<file path="src/verilog/cal_defs.svh">
`ifndef CAL_DEFS_SVH
`define CAL_DEFS_SVH

// Register byte offsets on the bus.
`define CAL_OFS_CONFIG 5'h00
`define CAL_OFS_VALUE_WIN 5'h04
`define CAL_OFS_ALARM_CFG 5'h08
`define CAL_OFS_ALARM_WIN 5'h0C
`define CAL_OFS_UNLOCK_KEY 5'h10
`define CAL_OFS_PAD_CFG 5'h14

// Field positions in the clock configuration register.
`define CAL_BIT_ENABLE 15
`define CAL_BIT_UNLOCK 13
`define CAL_BIT_SYNC 12
`define CAL_BIT_HALF_SECOND_STATUS 11
`define CAL_BIT_OUTEN 10
`define CAL_PTR_HI 9
`define CAL_PTR_LO 8
// Field positions in the alarm configuration and pad registers.
`define CAL_BIT_ALARM_EN 15
`define CAL_BIT_OUT_SELECT 1

// Unlock key sequence.
`define CAL_KEY_FIRST 8'h55
`define CAL_KEY_SECOND 8'hAA

// Crystal rate in hertz and calibration step in crystal pulses.
`define CAL_XTAL_HZ 32768
`define CAL_CAL_STEP 4

// Reset values of the calendar: 00:00:00, weekday 0, 1 January 2000.
`define CAL_RST_DAY 8'h01
`define CAL_RST_MONTH 8'h01
`define CAL_RST_YEAR 8'h00

`endif

</file>
<file path="src/verilog/cal_pkg.sv">
package cal_pkg;

    typedef enum logic [1:0] {
        KEY_IDLE,
        KEY_SAW_FIRST,
        KEY_OPEN
    } cal_key_e_t;

    typedef struct packed {
        logic [7:0] sec;
        logic [7:0] min;
        logic [7:0] hour;
        logic [7:0] wday;
        logic [7:0] day;
        logic [7:0] month;
        logic [7:0] year;
    } cal_time_t;

    typedef struct packed {
        cal_time_t now;
        cal_time_t alarm;
        logic [1:0] valuePtr;
        logic [1:0] alarmPtr;
        logic [7:0] calib;
        logic enable;
        logic unlock;
        logic outEnable;
        logic outSelect;
        logic alarmEnable;
        logic alarmPulse;
        logic pinOut;
        logic xtalPrev;
        logic ack;
        logic [14:0] prescaler;
        logic [9:0] swallow;
        cal_key_e_t keyState;
        logic [15:0] rdData;
    } cal_state_t;

endpackage
</file>
<file path="src/verilog/cal_calendar_clock.sv">
// Contract
// - Calendar runs from 2000 through 2099.
// - Hours shown only in 24-hour form.
// - One-second counting, half-second status visible.
// - Leap years lengthen February automatically.
// - All time fields held in BCD.
// - Time counted from 32.768 kHz crystal.
// - Pin shows alarm pulse or seconds clock.
// - Calibration corrects to within 2.64 s/month.
// - Config bits 9:8 select value window pair.
// - Pointer maps min/sec, wday/hour, month/day, year.
// - High-byte write decrements value pointer, saturating.
// - At zero window stays on minutes/seconds.
// - Alarm config bits 9:8 select alarm pair.
// - Alarm pointer maps three pairs, 11 unimplemented.
// - Alarm high write decrements pointer, saturating.
// - Any alarm window read decrements alarm pointer.
// - Any value window read decrements value pointer.
// - Low-byte writes leave pointers unchanged.
// - Time writes need write-unlock bit 13 set.
// - Unlock bit settable only right after 55h/AAh.
// - Calibration adds or subtracts 4n pulses per minute.
// - Enable bit writable only while unlocked.
// - Seconds write clears half-second status.
`timescale 1ns/10ps
`include "cal_defs.svh"

module cal_calendar_clock
    import cal_pkg::*;
#(
    parameter int unsigned XTAL_HZ = `CAL_XTAL_HZ
) (
    input wire logic clk,
    input wire logic rst_n,
    input wire logic xtalClk,
    input wire logic cyc_i,
    input wire logic stb_i,
    input wire logic we_i,
    input wire logic [4:0] adr_i,
    input wire logic [3:0] sel_i,
    input wire logic [31:0] dat_i,
    output logic [31:0] dat_o,
    output logic ack_o,
    output logic calendarPin
);

    localparam logic [14:0] LAST_TICK = 15'(XTAL_HZ - 1);
    localparam logic [14:0] HALF_TICK = 15'(XTAL_HZ / 2);
    localparam cal_state_t RESET_STATE = '{
        now: '{sec: 8'h00, min: 8'h00, hour: 8'h00, wday: 8'h00,
               day: `CAL_RST_DAY, month: `CAL_RST_MONTH, year: `CAL_RST_YEAR},
        alarm: '{sec: 8'h00, min: 8'h00, hour: 8'h00, wday: 8'h00,
                 day: `CAL_RST_DAY, month: `CAL_RST_MONTH, year: 8'h00},
        valuePtr: 2'h0, alarmPtr: 2'h0, calib: 8'h00,
        enable: 1'b0, unlock: 1'b0, outEnable: 1'b0, outSelect: 1'b0,
        alarmEnable: 1'b0, alarmPulse: 1'b0, pinOut: 1'b0, xtalPrev: 1'b0,
        ack: 1'b0, prescaler: 15'h0000, swallow: 10'h000,
        keyState: KEY_IDLE, rdData: 16'h0000
    };

    cal_state_t s;
    cal_state_t next_s;
    logic xtalEdge;
    logic halfSecond;
    logic request;
    logic [4:0] wordAdr;
    logic [7:0] negMag;

    // Increment a BCD byte; callers handle the field's own wrap.
    function automatic logic [7:0] bcdInc(input logic [7:0] v);
        if (v[3:0] == 4'h9) begin
            return {v[7:4] + 4'h1, 4'h0};
        end
        return {v[7:4], v[3:0] + 4'h1};
    endfunction

    // Last day of a month in BCD; every year divisible by four is a leap year.
    function automatic logic [7:0] lastDay(input logic [7:0] month, input logic [7:0] year);
        logic [6:0] yearBin;
        yearBin = 7'(year[7:4]) * 7'hA + 7'(year[3:0]);
        unique case (month)
            8'h02: lastDay = (yearBin[1:0] == 2'h0) ? 8'h29 : 8'h28;
            8'h04, 8'h06, 8'h09, 8'h11: lastDay = 8'h30;
            default: lastDay = 8'h31;
        endcase
    endfunction

    function automatic logic [15:0] valueWin(input cal_time_t t, input logic [1:0] ptr);
        unique case (ptr)
            2'h0: valueWin = {t.min, t.sec};
            2'h1: valueWin = {t.wday, t.hour};
            2'h2: valueWin = {t.month, t.day};
            2'h3: valueWin = {8'h00, t.year};
        endcase
    endfunction

    function automatic logic [15:0] alarmWin(input cal_time_t t, input logic [1:0] ptr);
        unique case (ptr)
            2'h0: alarmWin = {t.min, t.sec};
            2'h1: alarmWin = {t.wday, t.hour};
            2'h2: alarmWin = {t.month, t.day};
            2'h3: alarmWin = 16'h0000;
        endcase
    endfunction

    function automatic logic [1:0] ptrDec(input logic [1:0] ptr);
        return (ptr == 2'h0) ? 2'h0 : ptr - 2'h1;
    endfunction

    // The crystal is sampled as a plain synchronous input; each rising edge is one tick.
    assign xtalEdge = xtalClk & ~s.xtalPrev;
    assign halfSecond = (s.prescaler >= HALF_TICK);
    assign request = cyc_i & stb_i & ~s.ack;
    assign wordAdr = {adr_i[4:2], 2'b00};
    assign negMag = 8'h00 - s.calib;
    assign dat_o = {16'h0000, s.rdData};
    assign ack_o = s.ack;
    assign calendarPin = s.pinOut;

    always_comb begin
        next_s = s;
        next_s.xtalPrev = xtalClk;
        next_s.ack = 1'b0;

        if (s.enable && xtalEdge) begin
            if (s.swallow != 10'h000) begin
                next_s.swallow = s.swallow - 10'h001;
            end else if (s.prescaler != LAST_TICK) begin
                next_s.prescaler = s.prescaler + 15'h0001;
            end else begin
                next_s.prescaler = 15'h0000;
                next_s.now.sec = bcdInc(s.now.sec);
                if (s.now.sec == 8'h59) begin
                    next_s.now.sec = 8'h00;
                    // Once a minute the calibration either skips ahead or swallows ticks.
                    if (s.calib[7]) begin
                        next_s.swallow = {negMag, 2'b00};
                    end else begin
                        next_s.prescaler = 15'({s.calib[6:0], 2'b00});
                    end
                    next_s.now.min = bcdInc(s.now.min);
                    if (s.now.min == 8'h59) begin
                        next_s.now.min = 8'h00;
                        next_s.now.hour = bcdInc(s.now.hour);
                        if (s.now.hour == 8'h23) begin
                            next_s.now.hour = 8'h00;
                            next_s.now.wday = (s.now.wday == 8'h06) ? 8'h00 : bcdInc(s.now.wday);
                            next_s.now.day = bcdInc(s.now.day);
                            if (s.now.day == lastDay(s.now.month, s.now.year)) begin
                                next_s.now.day = 8'h01;
                                next_s.now.month = bcdInc(s.now.month);
                                if (s.now.month == 8'h12) begin
                                    next_s.now.month = 8'h01;
                                    next_s.now.year = (s.now.year == 8'h99) ? 8'h00 : bcdInc(s.now.year);
                                end
                            end
                        end
                    end
                end
                next_s.alarmPulse = 1'b0;
                if (s.alarmEnable && next_s.now.sec == s.alarm.sec && next_s.now.min == s.alarm.min
                    && next_s.now.hour == s.alarm.hour && next_s.now.wday == s.alarm.wday
                    && next_s.now.day == s.alarm.day && next_s.now.month == s.alarm.month) begin
                    next_s.alarmPulse = 1'b1;
                    next_s.alarmEnable = 1'b0;
                end
            end
        end

        if (request) begin
            next_s.ack = 1'b1;
            next_s.rdData = 16'h0000;
            // The key stays open for exactly one following bus access.
            if (!(we_i && wordAdr == `CAL_OFS_UNLOCK_KEY)) begin
                next_s.keyState = KEY_IDLE;
            end
            unique case (wordAdr)
                `CAL_OFS_CONFIG: begin
                    next_s.rdData = {s.enable, 1'b0, s.unlock, 1'b0, halfSecond, s.outEnable,
                                     s.valuePtr, s.calib};
                    if (we_i && sel_i[1]) begin
                        next_s.valuePtr = dat_i[`CAL_PTR_HI:`CAL_PTR_LO];
                        next_s.outEnable = dat_i[`CAL_BIT_OUTEN];
                        if (!dat_i[`CAL_BIT_UNLOCK]) begin
                            next_s.unlock = 1'b0;
                        end else if (s.keyState == KEY_OPEN) begin
                            next_s.unlock = 1'b1;
                        end
                        if (s.unlock) begin
                            next_s.enable = dat_i[`CAL_BIT_ENABLE];
                        end
                    end
                    if (we_i && sel_i[0]) begin
                        next_s.calib = dat_i[7:0];
                    end
                end
                `CAL_OFS_VALUE_WIN: begin
                    if (!we_i) begin
                        next_s.rdData = valueWin(s.now, s.valuePtr);
                        next_s.valuePtr = ptrDec(s.valuePtr);
                    end else begin
                        if (s.unlock) begin
                            if (sel_i[1]) begin
                                unique case (s.valuePtr)
                                    2'h0: next_s.now.min = dat_i[15:8];
                                    2'h1: next_s.now.wday = dat_i[15:8];
                                    2'h2: next_s.now.month = dat_i[15:8];
                                    2'h3: ;
                                endcase
                            end
                            if (sel_i[0]) begin
                                unique case (s.valuePtr)
                                    2'h0: begin
                                        next_s.now.sec = dat_i[7:0];
                                        next_s.prescaler = 15'h0000;
                                        next_s.swallow = 10'h000;
                                    end
                                    2'h1: next_s.now.hour = dat_i[7:0];
                                    2'h2: next_s.now.day = dat_i[7:0];
                                    2'h3: next_s.now.year = dat_i[7:0];
                                endcase
                            end
                        end
                        if (sel_i[1]) begin
                            next_s.valuePtr = ptrDec(s.valuePtr);
                        end
                    end
                end
                `CAL_OFS_ALARM_CFG: begin
                    next_s.rdData = {s.alarmEnable, 5'h00, s.alarmPtr, 8'h00};
                    if (we_i && sel_i[1]) begin
                        next_s.alarmEnable = dat_i[`CAL_BIT_ALARM_EN];
                        next_s.alarmPtr = dat_i[`CAL_PTR_HI:`CAL_PTR_LO];
                    end
                end
                `CAL_OFS_ALARM_WIN: begin
                    if (!we_i) begin
                        next_s.rdData = alarmWin(s.alarm, s.alarmPtr);
                        next_s.alarmPtr = ptrDec(s.alarmPtr);
                    end else begin
                        if (sel_i[1]) begin
                            unique case (s.alarmPtr)
                                2'h0: next_s.alarm.min = dat_i[15:8];
                                2'h1: next_s.alarm.wday = dat_i[15:8];
                                2'h2: next_s.alarm.month = dat_i[15:8];
                                2'h3: ;
                            endcase
                            next_s.alarmPtr = ptrDec(s.alarmPtr);
                        end
                        if (sel_i[0]) begin
                            unique case (s.alarmPtr)
                                2'h0: next_s.alarm.sec = dat_i[7:0];
                                2'h1: next_s.alarm.hour = dat_i[7:0];
                                2'h2: next_s.alarm.day = dat_i[7:0];
                                2'h3: ;
                            endcase
                        end
                    end
                end
                `CAL_OFS_UNLOCK_KEY: begin
                    if (we_i) begin
                        unique case (s.keyState)
                            KEY_IDLE, KEY_OPEN: begin
                                next_s.keyState = (dat_i[7:0] == `CAL_KEY_FIRST) ? KEY_SAW_FIRST : KEY_IDLE;
                            end
                            KEY_SAW_FIRST: begin
                                next_s.keyState = (dat_i[7:0] == `CAL_KEY_SECOND) ? KEY_OPEN : KEY_IDLE;
                            end
                        endcase
                    end
                end
                `CAL_OFS_PAD_CFG: begin
                    next_s.rdData = {14'h0000, s.outSelect, 1'b0};
                    if (we_i && sel_i[0]) begin
                        next_s.outSelect = dat_i[`CAL_BIT_OUT_SELECT];
                    end
                end
                default: ;
            endcase
        end

        // The seconds clock is high in the first half of each second.
        next_s.pinOut = s.outEnable & (s.outSelect ? ~halfSecond : s.alarmPulse);
    end

    always_ff @(posedge clk or negedge rst_n) begin
        if (!rst_n) begin
            s <= RESET_STATE;
        end else begin
            s <= next_s;
        end
    end

    logic valueRd;
    logic valueHiWr;
    logic valueLoOnlyWr;
    logic alarmRd;
    logic cfgHiWr;
    logic alarmHiWr;
    logic alarmLoOnlyWr;
    logic alarmCfgHiWr;
    assign valueRd = request && !we_i && wordAdr == `CAL_OFS_VALUE_WIN;
    assign valueHiWr = request && we_i && sel_i[1] && wordAdr == `CAL_OFS_VALUE_WIN;
    assign valueLoOnlyWr = request && we_i && !sel_i[1] && wordAdr == `CAL_OFS_VALUE_WIN;
    assign alarmRd = request && !we_i && wordAdr == `CAL_OFS_ALARM_WIN;
    assign cfgHiWr = request && we_i && sel_i[1] && wordAdr == `CAL_OFS_CONFIG;
    assign alarmHiWr = request && we_i && sel_i[1] && wordAdr == `CAL_OFS_ALARM_WIN;
    assign alarmLoOnlyWr = request && we_i && !sel_i[1] && wordAdr == `CAL_OFS_ALARM_WIN;
    assign alarmCfgHiWr = request && we_i && sel_i[1] && wordAdr == `CAL_OFS_ALARM_CFG;
endmodule // cal_calendar_clock

</file>
<file path="config.mk">
export PLATFORM = sky130hd
export DESIGN_NAME = cal_calendar_clock
export DESIGN_NICKNAME = d
export VERILOG_FILES = /design/src/verilog/cal_pkg.sv /design/src/verilog/cal_calendar_clock.sv
export VERILOG_INCLUDE_DIRS = /design/src /design/src/verilog
export SDC_FILE = /design/constraint.sdc
export NUM_CORES = 1
export LEC_CHECK = 0
export ABC_AREA = 1
export BUFFER_PORTS_ARGS = -buffer_cell sky130_fd_sc_hd__buf_2
export CORE_MARGIN = 5
export CORE_UTILIZATION = 55
export CTS_CLUSTER_DIAMETER = 150
export DETAILED_ROUTE_END_ITERATION = 8
export GPL_ROUTABILITY_DRIVEN = 0
export PLACE_DENSITY = 0.72
export SYNTH_ARGS = -nofsm -noshare
export SYNTH_HDL_FRONTEND = slang
export SYNTH_SLANG_ARGS = --single-unit
</file>
<file path="constraint.sdc">
create_clock -name clk -period 3 [get_ports clk]
set_input_delay 0.45 -clock clk [delete_from_list [all_inputs] [get_ports clk]]
set_output_delay 0.45 -clock clk [all_outputs]
set_load 0.02 [all_outputs]
</file>
Yosys cells after proc, flatten, opt, wreduce, memory -nomap -nowiden. Index checks and enable logic that the tools add are counted.

Flip-flop bits (word level): 168. Output and inout bits: 34. Logic and storage cells: 297.

Add/sub/neg operators: 20. Multiply operators: 1. Order comparisons: 1. Eq/ne operators: 46. Muxes and demuxes: 157. Bitwise logic cells: 9. Reduce and logical (&&, ||, !) cells: 34.

Operators with widths (count): 2-to-1 mux 56 bit (10); 2-to-1 mux 8 bit (48); 2-to-1 mux 25 bit (6); 2-to-1 mux 48 bit (3); one-hot mux 16 bit (4 select lines) (2); 2-to-1 mux 104 bit (1); one-hot mux 16 bit (5 select lines) (1); adder 4 x 1 -> 4 bit (second input constant) (14); == test 8 bit (7); 2-to-1 mux 1 bit (54); 2-to-1 mux 16 bit (3); 2-to-1 mux 44 bit (1); 2-to-1 mux 40 bit (1); 2-to-1 mux 10 bit (3); 2-to-1 mux 15 bit (2); 2-to-1 mux 2 bit (15); AND reduction 5 bit (6); == test 4 bit (second input constant) (7); == test 8 x 3 -> 1 bit (second input constant) (3); == test 8 x 7 -> 1 bit (second input constant) (3); 2-to-1 mux 24 bit (1); 2-to-1 mux 19 bit (1); == test 8 x 5 -> 1 bit (second input constant) (2); == test 8 bit (second input constant) (2); 33 further kinds (72).

Logic depth before layout (Yosys ltp).
Word-level depth: 43. Depth in mapped cells: 21. Depth with buffers taken out: 21.

Least setup slack after synthesis. Ideal clock, no wire load.

Kind: flip-flop to flip-flop. From: reg s[156] (netlist name). To: reg s[47] (netlist name). Library setup time: 0.116 ns. Arrival time: 2.255 ns. Path slack: 0.629 ns. Stages on the path, launching flop included: 21. Path buffers: 1. Clock period less this slack: 2.371 ns. Path through: dfrtp_1 inv_1 ha_1 inv_1 nor2_1 nand3_1 nor2_8 buf_6 nand2_2 nand2_2 nand2_1 nand2_1 nand2_1 nor2_1 nand2_1 nor2_1 nand4_1 nor3_2 nand3_1 nand2_1 nand2_1.

RTL lines: start, declared (line cal_calendar_clock.sv:61) `cal_state_t s;`; start signal, assigned (line cal_calendar_clock.sv:290) `s <= next_s;`.

==> impl_metrics.yaml <==
status:
  status: "finished, final reports clean"
detailed_routing:
  dr.pass1.iters: 6
  routed_via_density: 6.05
  postRouteAntennaNets: 0
  drc_errors: 0
  wl_per_cell_um: 19.6
  dr_total_vias: 12300
  drt_iter0_markers: 1389
  wirelength_um: 39800
power_and_ir_drop:
  internal_power_mw: 4.35
  power_switching_mw: 2.39
  power_frac_comb_pct: 24.4
  cellPowerDensity_nw_per_um2: 511
  vdd_drop_max_mv: 0.344
  switching_share_pct: 35.5
  sequentialPowerShare_pct: 40.7
  power.clock.fraction_pct: 34.9
  p_leak_nw: 6.15
synthesis:
  syn_area_per_cell_um2: 7.04
  ys_ff_latch: 168
  synth_cell_types: 56
  syn_area_um2: 11800
  synth_edf_count: 0
  yosys_warnings: 0
  seq_area_frac_synth_pct: 35.8
  synthesis.instances: 1671
  synthArstFlopShare_pct: 100
  ys.flop_type: "dfrtp_1"
die:
  rows: 53
  ios: 81
  dieHeight_um: 156
  dieWidth_um: 156
  start_util_pct: 56.0
  coreArea_um2: 21000
  die-area_um2: 24400
setup_path:
  crit_path_top_delay_cell: "dfrtp_1"
  cp_max_fo: 16
  endpoint_kind: "flop"
  worstPathRequired_ps: 3330
  worstSetupPathType: "reg2reg"
  slowest_delay_ps: 450
  cp-start-kind: "flop"
  path_cells: "inv_1, ha_1, nand2_1, nor2_1, nand2_4, nor2_8, buf_4, nand2_1, nand2_1, nand2_1, nand2_1, nand2_1, nor2_1, nand2_1, nor2_1, nand4_1, nor3_2, nand3_2, nand2_1, nand2_1"
  arrival_ps: 3220
  cpMostUsedCell: "nand2_1"
placement:
  placed_cells: 1989
  io_buffer_count: 44
  pre_cts_ws_ps: 187
  place_area_um2: 12500
  dpl.hpwl_um: 29800
min_path:
  min_path_type: "in2reg"
grt:
  antenna_found_initial: 0
  first_global_vias: 11400
  grt_pass1_wl_um: 61700
  grt_usage_pct: 32.3
  grt_max_degree: 61
  grt_remaining_overflow: 0
cells_and_area:
  fillerInstances: 1973
  design_area_um2: 13200
  layout.area.seq_um2: 4210
  multi_input_area_um2: 6420
  layout.nets: 1816
  drive_gt1_share_pct: 11.5
  fin_cells: 2030
  diodes: 0
  area_delta_synth_final_pct: 12.0
clocking:
  cts_tree: "yes"
  clkSinkCount: 168
  clock_path_buffers: 2
  clk_pin_slew_ps: 70
  htreeDepth: 4
  cts_root_buf: "clkbuf_16"
  cts_buffers: 17
  clock_latency_ps: 450
sta:
  fin_tns_setup_ps: 0
  tightestPinTransition_ps: 700
  finalCritPeriodShare_pct: 96.6
  post-route-min-period_ps: 2900
  rsz0062_at_grt: "true"
  slew_violations: 0
  clock_skew_ps: 23.1
  final-hold-violation-count: 0
  setup_viol: 0
  maxSlewHeadroom_pct: 53.2
  whs_ps: 135
  max_freq_mhz: 345
  fin_ws_ps: 101
job:
  cap_violations: 0
## power groups by stage
| stage | Combinational [mW] | Sequential (mW) | Clock [mW] |
|---|---|---|---|
| global placement | 1.55 | 2.77 | 0 |
| detailed placement | 1.58 | 2.77 | 0 |
| finish | 1.64 | 2.74 | 2.35 |
| global route | 1.81 | 2.76 | 2.46 |
| floorplan | 1.12 | 2.69 | 0 |
| CTS | 1.60 | 2.73 | 2.35 |
## layout by cell type, fill, tap and decap left out, drive strengths merged, types with 24 or more instances in the layout
master,n
a21oi,94
inv,213
dfrtp,164
nand4,31
buf,112
ha,27
o21ai,182
nand2,407
nand3,130
nor3,24
nor2,153
o22ai,32
## what timing repair did
item / in CTS / in global routing
setup buffers: 0 / 7
hold buffers: 1 / 0
gates resized for setup: 0 / 6
setup endpoints to repair: 0 / 3
hold endpoints to repair: 23 / 0
## stage by stage
stage	util (%)	total power, mW
floorplan	-	3.81
global placement	59.3	4.32
detailed placement	59.3	4.35
CTS	62.2	6.68
global route	62.7	7.04
finish	62.7	6.74
## cells in the mapped netlist, types with 8 or more instances
cell type  number  area share [%]
nand2_1       398              13
inv_1         202             6.4
o21ai_0       176             7.5
dfrtp_1       164              35
nor2_1        132             4.2
nand3_1       124             5.3
a21oi_1        94             4.0
buf_4          33             2.1
clkbuf_1       32             1.0
o22ai_1        32             1.7
nand4_1        29             1.5
ha_1           27             2.9
nor3_1         21            0.89
o211ai_1       16             1.0
xor2_1         15             1.1
a221oi_1       13            0.97
o221ai_1       13            0.97
nor2_2         10            0.53
buf_2           9            0.38
a211oi_1        8            0.51
a31oi_1         8            0.43
nand3b_1        8            0.51
nor4_1          8            0.43
## worst max-delay path: cells and delay by family (launching register included)
| family | cells | cell delay (ps) |
|---|---|---|
| and+or+nand+nor | 17 | 1870 |
| DFF | 1 | 450 |
| buffers and inverters | 2 | 240 |
| adders and majority gates | 1 | 180 |
## sequential cells by signal, indices dropped and copies added (netlist names)
name         cells
ack_o            1
calendarPin      1
dat_o           16
s              150
## cells by family (layout without fill, tap and decap cells)
kind of cell	count (synthesis)	count (layout)	synth area share, %
adder cells (fa/ha/maj)	27	27	2.87
other	1	16	0.0319
buffers and inverters	289	357	10.5
AO/OA/AOI/OAI	401	401	19.8
AND/OR/NAND/NOR	766	767	29.6
XOR/XNOR	19	19	1.41
flip-flops	168	168	35.8
## routing by layer
layer / share of wire, % / GRT usage, %
met5: 0 / 0
met4: 6.6 / 19.5
met3: 9.0 / 5.31
met2: 45 / 50.0
met1: 40 / 42.6
## cell type report
cell class                      count  area share, %
Inverter                          212           6.04
Clock inverter                     15           1.42
Multi-Input combinational cell   1230           48.7
Sequential cell                   168           32.0
Clock buffer                       17           3.23
Timing Repair Buffer              113           6.05
Tap cell                          275           2.61
## path summary, 6_finish.rpt
check,start,to,slack [ps],cells after the start
max,s[173]$_DFF_PN0_,s[47]$_DFF_PN0_,100,20
min,xtalClk,s[44]$_DFF_PN0_,130,1
max reg2reg,s[173]$_DFF_PN0_,s[47]$_DFF_PN0_,100,20
min reg2reg,ack_o$_DFF_PN0_,ack_o$_DFF_PN0_,470,1
max in group asynchronous,rst_n,s[80]$_DFFE_PN1P_,1720,3
min in group asynchronous,rst_n,s[129]$_DFF_PN0_,530,2
Note: power is estimated with default switching activity, not from simulation.
